`config.mk`:
```
export PLATFORM = sky130hd
export DESIGN_NAME = rcw_reset_seq
export DESIGN_NICKNAME = d
export VERILOG_FILES = /design/src/design/rcw_reset_seq.v
export VERILOG_INCLUDE_DIRS = /design/src /design/src/design
export SDC_FILE = /design/constraint.sdc
export NUM_CORES = 1
export LEC_CHECK = 0
export BUFFER_PORTS_ARGS = -buffer_cell sky130_fd_sc_hd__buf_2
export CAP_MARGIN = 25
export CORE_MARGIN = 3
export CORE_UTILIZATION = 49
export CTS_BUF_LIST = sky130_fd_sc_hd__clkbuf_4 sky130_fd_sc_hd__clkbuf_8
export DETAILED_ROUTE_END_ITERATION = 16
export PLACE_DENSITY_LB_ADDON = 0.25
export SYNTH_ARGS = -nofsm -noshare
export SYNTH_HDL_FRONTEND = slang
export SYNTH_SLANG_ARGS = --single-unit
```
`constraint.sdc`:
```
create_clock -name pclk -period 2.5 [get_ports pclk]
set_input_delay 0 -clock pclk [delete_from_list [all_inputs] [get_ports pclk]]
set_output_delay 0 -clock pclk [all_outputs]
set_load 0.01 [all_outputs]
```
`src/design/rcw_map.vh`:
```
`ifndef RCW_MAP_VH
`define RCW_MAP_VH
// register indices; the apb byte address is four times the index
`define RCW_IDX_STATUS 12'hFCC
`define RCW_IDX_UNLOCK 12'hFDF
`define RCW_IDX_CTRL 12'hFE0
`define RCW_RST_STATUS 8'h00
`define RCW_BIT_ARM 7
`define RCW_BIT_FLASH 6
`define RCW_BIT_CALABN 5
`define RCW_BIT_CALRST 4
`define RCW_BIT_VD2 3
`define RCW_BIT_VD1 2
`define RCW_BIT_DEADLOCK 1
`define RCW_BIT_WDT 0
`define RCW_CODE_CLEAR 8'h71
`define RCW_VEC_LO 16'hFFFE
`define RCW_VEC_HI 16'hFFFF
`define RCW_WARMUP_CYCLES 16
`endif

```
`src/design/rcw_reset_seq.v`:
```
// Added by the designer: the APB interface to the registers.
`timescale 1ns/1ps
`default_nettype none
`include "rcw_map.vh"
module rcw_reset_seq #(
	parameter WARMUP_CYCLES = `RCW_WARMUP_CYCLES,
	parameter CAL_WORDS = 4
) (
	// apb clock and reset (power-on)
	input wire pclk,
	input wire presetn,
	// apb slave
	input wire psel,
	input wire penable,
	input wire pwrite,
	input wire [15:0] paddr,
	input wire [31:0] pwdata,
	output wire [31:0] prdata,
	output wire pready,
	output wire pslverr,
	// reset sources, asynchronous to pclk
	input wire ext_reset_n,
	input wire flash_standby_rst,
	input wire calibration_rst,
	input wire voltage_detector2_rst,
	input wire voltage_detector1_rst,
	input wire clock_deadlock_rst,
	input wire watchdog_rst,
	// calibration store interface
	output reg cal_rd,
	output reg [7:0] cal_addr,
	input wire [7:0] cal_data,
	input wire cal_bad,
	output reg [7:0] cal_word,
	// system state outputs
	output reg core_reset,
	output reg warmup_busy,
	output reg [15:0] fetch_addr,
	output reg fetch_start,
	output reg interrupt_master_enable,
	output reg individual_interrupt_enables,
	output reg interrupt_latches,
	output reg high_osc_en,
	output reg low_osc_en,
	output reg [7:0] prescaler,
	output reg register_bank_selector
);
	localparam S_RESET = 3'b001;
	localparam S_WARM = 3'b010;
	localparam S_RUN = 3'b100;

	// two-flop synchronisers for all asynchronous sources
	reg [6:0] src_s1_q;
	reg [6:0] src_s2_q;
	wire [6:0] src_raw = {~ext_reset_n, flash_standby_rst, calibration_rst,
		voltage_detector2_rst, voltage_detector1_rst, clock_deadlock_rst, watchdog_rst};
	always @(posedge pclk or negedge presetn) begin
		if (!presetn) begin
			src_s1_q <= 7'h00;
			src_s2_q <= 7'h00;
		end else begin
			src_s1_q <= src_raw;
			src_s2_q <= src_s1_q;
		end
	end
	wire ext_rst = src_s2_q[6];
	wire [5:0] int_rst = src_s2_q[5:0];
	wire any_rst = ext_rst | (|int_rst);

	// apb decode; always ready, no wait states
	wire wr = psel & penable & pwrite;
	wire rd_sel = psel & ~pwrite;
	assign pready = 1'b1;
	// one aligned word per register, so the byte address is index times four
	wire hit_status = (paddr == {2'b00, `RCW_IDX_STATUS, 2'b00});
	wire hit_unlock = (paddr == {2'b00, `RCW_IDX_UNLOCK, 2'b00});
	wire hit_ctrl = (paddr == {2'b00, `RCW_IDX_CTRL, 2'b00});
	wire mapped = hit_status || hit_unlock || hit_ctrl;
	assign pslverr = psel & penable & ~mapped;

	// arm bit and flags
	reg arm_q;
	reg [6:0] flags_q;
	reg cal_abn_set;
	wire clear_go = wr && hit_unlock &&
		(pwdata[7:0] == `RCW_CODE_CLEAR) && arm_q;
	always @(posedge pclk or negedge presetn) begin
		if (!presetn) begin
			arm_q <= 1'b0;
		end else if (any_rst || clear_go) begin
			arm_q <= 1'b0; // self-clears after the clear
		end else if (wr && hit_status) begin
			arm_q <= pwdata[`RCW_BIT_ARM];
		end
	end
	// flags: power-on, external and armed software clear; internal resets only set
	wire [6:0] set_v = {int_rst[5], cal_abn_set, int_rst[4:0]};
	always @(posedge pclk or negedge presetn) begin
		if (!presetn) begin
			flags_q <= 7'h00;
		end else if (ext_rst) begin
			flags_q <= 7'h00;
		end else if (clear_go) begin
			flags_q <= set_v; // set wins over software clear
		end else begin
			flags_q <= flags_q | set_v;
		end
	end

	// read data from flops; arm bit reads zero
	reg [31:0] rdata_q;
	assign prdata = rdata_q;
	always @(posedge pclk or negedge presetn) begin
		if (!presetn) begin
			rdata_q <= 32'h0000_0000;
		end else if (rd_sel && !penable) begin
			if (hit_status)
				rdata_q <= {24'h000000, 1'b0, flags_q};
			else if (hit_ctrl)
				rdata_q <= {29'h0, fetch_start, warmup_busy, core_reset};
			else
				rdata_q <= 32'h0000_0000; // unlock register write-only
		end
	end

	// sequencer
	reg [2:0] st_q;
	reg [15:0] cnt_q;
	always @(posedge pclk or negedge presetn) begin
		if (!presetn) begin
			st_q <= S_RESET;
			cnt_q <= 16'h0000;
			cal_rd <= 1'b0;
			cal_addr <= 8'h00;
			cal_word <= 8'h00;
			cal_abn_set <= 1'b0;
			fetch_addr <= `RCW_VEC_LO;
			fetch_start <= 1'b0;
		end else if (any_rst) begin
			st_q <= S_RESET;
			cnt_q <= 16'h0000;
			cal_rd <= 1'b0;
			cal_addr <= 8'h00;
			cal_abn_set <= 1'b0;
			fetch_start <= 1'b0;
		end else begin
			cal_abn_set <= 1'b0;
			fetch_start <= 1'b0;
			case (st_q)
			S_RESET: begin
				st_q <= S_WARM;
				cnt_q <= 16'h0000;
			end
			S_WARM: begin
				cnt_q <= cnt_q + 16'h0001;
				// load calibration words early in warm-up
				cal_rd <= (cnt_q < CAL_WORDS);
				if (cal_rd) begin
					cal_word <= cal_data;
					cal_addr <= cal_addr + 8'h01;
					if (cal_bad)
						cal_abn_set <= 1'b1;
				end
				if (cnt_q == WARMUP_CYCLES - 1) begin
					st_q <= S_RUN;
					cal_rd <= 1'b0;
					fetch_addr <= `RCW_VEC_LO;
					fetch_start <= 1'b1;
				end
			end
			S_RUN: begin
				st_q <= S_RUN;
			end
			default: st_q <= S_RESET;
			endcase
		end
	end

	// held system states, all reset and warm-up values
	always @(posedge pclk or negedge presetn) begin
		if (!presetn) begin
			core_reset <= 1'b1;
			warmup_busy <= 1'b0;
			interrupt_master_enable <= 1'b0;
			individual_interrupt_enables <= 1'b0;
			interrupt_latches <= 1'b0;
			high_osc_en <= 1'b1;
			low_osc_en <= 1'b0;
			prescaler <= 8'h00;
			register_bank_selector <= 1'b0;
		end else begin
			core_reset <= any_rst | (st_q != S_RUN);
			warmup_busy <= ~any_rst & (st_q == S_WARM);
			interrupt_master_enable <= 1'b0;
			individual_interrupt_enables <= 1'b0;
			interrupt_latches <= 1'b0;
			high_osc_en <= 1'b1;
			low_osc_en <= 1'b0;
			prescaler <= 8'h00; // held at zero in every state, also after release
			register_bank_selector <= 1'b0;
		end
	end
	// is software's duty; the clear acts on the unlock write edge
	wire unused_ok = &{1'b0, pwdata[31:8], fetch_addr[0]};
endmodule
`default_nettype wire

```
==> out/metrics.cfg <==
[sta]
fin_crit_sh_pct = 89.9
worst_slew_pin_slew_ps = 716
setup_viol = 0
hold_viol = 0
fin_worst_skew_ps = 14.6
max_slew_margin_pct = 51.9
rsz0062_at_grt = no
max_clock_freq_mhz = 445
drv_slew = 0
finalSetupTns_ps = 0
min_period_ps = 2250

[layout]
area_growth_pct = 17.9
fin_util_pct = 60.4
layout-drive-gt1-share_pct = 25.2
nNetsFinal = 506
n_antenna_cell = 0
instances_no_fill = 536

[global_routing]
grt_pass1_wl_microns = 12200
grt_pass1_vias = 2593
gr-total-overflow = 0
antenna_found_initial = 0
grtUsageTotal_pct = 18.2
grt_start_max_net_pins = 34

[power_and_ir_drop]
ir_drop_uv = 346
power.total_mw = 2.26
p_per_area_nw_per_um2 = 543
p_leak_nw = 2.03

[detailed_routing]
avgViaCountPerCell = 5.05
via_count = 2708
ant_nets = 0
drt-wirelength-per-cell_microns = 13.5
drc = 0
first_pass_iters = 4
drtIter0Drc = 217
wirelength_microns = 7250

[worst_setup_path]
reg2reg_to = cnt_q[14]
worst_setup_path_start_kind = flip-flop
worstSetupPathType = reg -> reg
cp_max_fo = 17
rrSetupSlack_ps = 250
r2r_start = st_q[0]
end_kind = flip-flop
crit_arrival_ps = 2490
worstRegToRegCells = 5
cp.required_ps = 2740

[placement]
gp_congestion = 0.848
hpwlAfterDp_microns = 5050
io_buffers = 72
dp.cells = 503

[min_path]
hold_class = in -> reg
hold_depth = 4
worstHoldEndpoint = arm_q
min-delay-start = pwdata[7]

[yosys]
yosysWarnings = 0
yosys-top-cells-area = dfrtp_1, buf_4, mux2_2
syn_area_per_cell_sq_um = 10.3
synth_cells = 343
synth_cell_types = 51
synth_ff_type = dfrtp_1
yosysTopAreaCell = dfrtp_1
ys_seq_elements = 69
async_flop_share_pct = 100
seq_area_frac_synth_pct = 49.1
synth_top_area_share_pct = 47.6
synth_enable_flop_cells = 0
synth_area_sq_um = 3520

[flow_run]
cap_viol_max_count = 0

[clocking]
clk_latency_ps = 350
cts.sink_count = 69
ctsLongestPathBuffers = 2
cts_tree = done
root_buffer = clkbuf_8
cts_buffers = 9
clk_pin_slew_worst_paths_ps = 70
cts_setup_buffers = 0
htree_levels = 3

[die]
coreArea_sq_um = 6870
die_h_microns = 90.8
die_w_microns = 90.8
io_pins = 153
start_util_pct = 51.3
dieArea_sq_um = 8240
rows = 30

[outcome]
status = completed

logic make-up after synthesis:
family	after synthesis	synth area share, %
AOI/OAI and AO/OA	56	10.8
DFF	69	49.1
xor gates and xnor gates	9	2.24
buffers and inverters	84	15.4
adders and majority gates	2	0.710
muxes	11	3.45
and+or+nand+nor	110	18.0
other	2	0.213
layer usage:
metal | track usage, % | up-vias | routed length (microns)
li1 | - | 1296 | -
met1 | 23.0 | 1285 | 3090
met2 | 28.8 | 112 | 3360
met3 | 4.83 | 15 | 625
met4 | 9.05 | 0 | 173
met5 | 0 | - | 0
area by class of cell:
class / count / area, sq um
Sequential cell: 69 / 1730
Fill cell: 600 / 2720
Multi-Input combinational cell: 244 / 1450
Timing Repair Buffer: 96 / 583
Tap cell: 96 / 120
Clock buffer: 10 / 138
Clock inverter: 6 / 71.3
Inverter: 15 / 57.6
worst max path at each step:
stage | cells after the start | start | end | slack (ps)
final | 5 | st_q[0] | cnt_q[14] | 250
after floorplan | 6 | src_s2_q[2] | cnt_q[10] | 570
after global routing | 5 | st_q[0] | cnt_q[14] | 80
after CTS | 5 | src_s2_q[2] | cnt_q[10] | 270
after detailed placement | 5 | src_s2_q[2] | cnt_q[11] | 280
after global placement | 5 | src_s2_q[2] | cnt_q[10] | 320
power by group:
part           switching (mW)  internal (mW)
registers              0.0141           1.14
logic                  0.0989         0.0668
clock network           0.440          0.494
Yosys cell counts, types with 2 or more instances:
cell	count
a211oi_1	3
a21o_1	4
a21oi_1	5
a221o_1	3
a22o_1	5
a31oi_1	7
a41oi_1	3
and2_1	3
and3_1	7
and4_1	3
and4b_1	2
buf_4	56
buf_6	2
clkbuf_1	10
conb_1	2
dfrtp_1	67
dfstp_2	2
ha_1	2
inv_1	14
mux2_2	9
mux2i_1	2
nand2_1	19
nand2b_1	9
nand3_1	6
nand4_1	14
nor2_1	14
nor3_1	7
nor3b_1	2
nor4_1	10
nor4bb_1	2
o21ai_0	12
o22ai_1	7
or3_1	5
xnor2_1	3
xor2_1	6
worst max-delay path, stage by stage (launching register included):
cell	delay (ps)
dfstp_2	610
or3b_1	210
or3_1	460
clkinv_2	360
and2_1	240
mux2_2	260
cells in the final DEF, fill, tap and decap left out, types with 12 or more instances in the layout:
master,synthesis,routed
o21ai_0,12,12
conb_1,2,56
nand4_1,14,14
nor2_1,14,14
dlygate4sd3_1,0,17
dfrtp_1,67,67
buf_2,1,72
inv_1,14,14
nand2_1,19,19
metrics by stage:
stage          worst slack [ps]  hold slack, ps  area (sq um)
2_1_floorplan               566            -296          3720
3_3_place_gp                322           -76.5          3770
3_5_place_dp                282           -77.4          3770
4_1_cts                     266            6.91          4150
5_1_grt                    75.3            36.4          4150
6_report                    252            20.9          4150
repair_timing:
action	in CTS	in global routing
resized for setup	0	0
hold buffers	17	0
hold endpoints to repair	51	0
flip-flops by register name (all words and copies together), names as in the netlist:
signal       flops
src_s1_q         7
arm_q            1
flags_q          7
cal_rd           1
cnt_q           16
src_s2_q         7
cal_addr         8
core_reset       1
fetch_start      1
prdata           7
cal_abn_set      1
cal_word         8
st_q             3
warmup_busy      1
(Power assumes the default switching activity.)
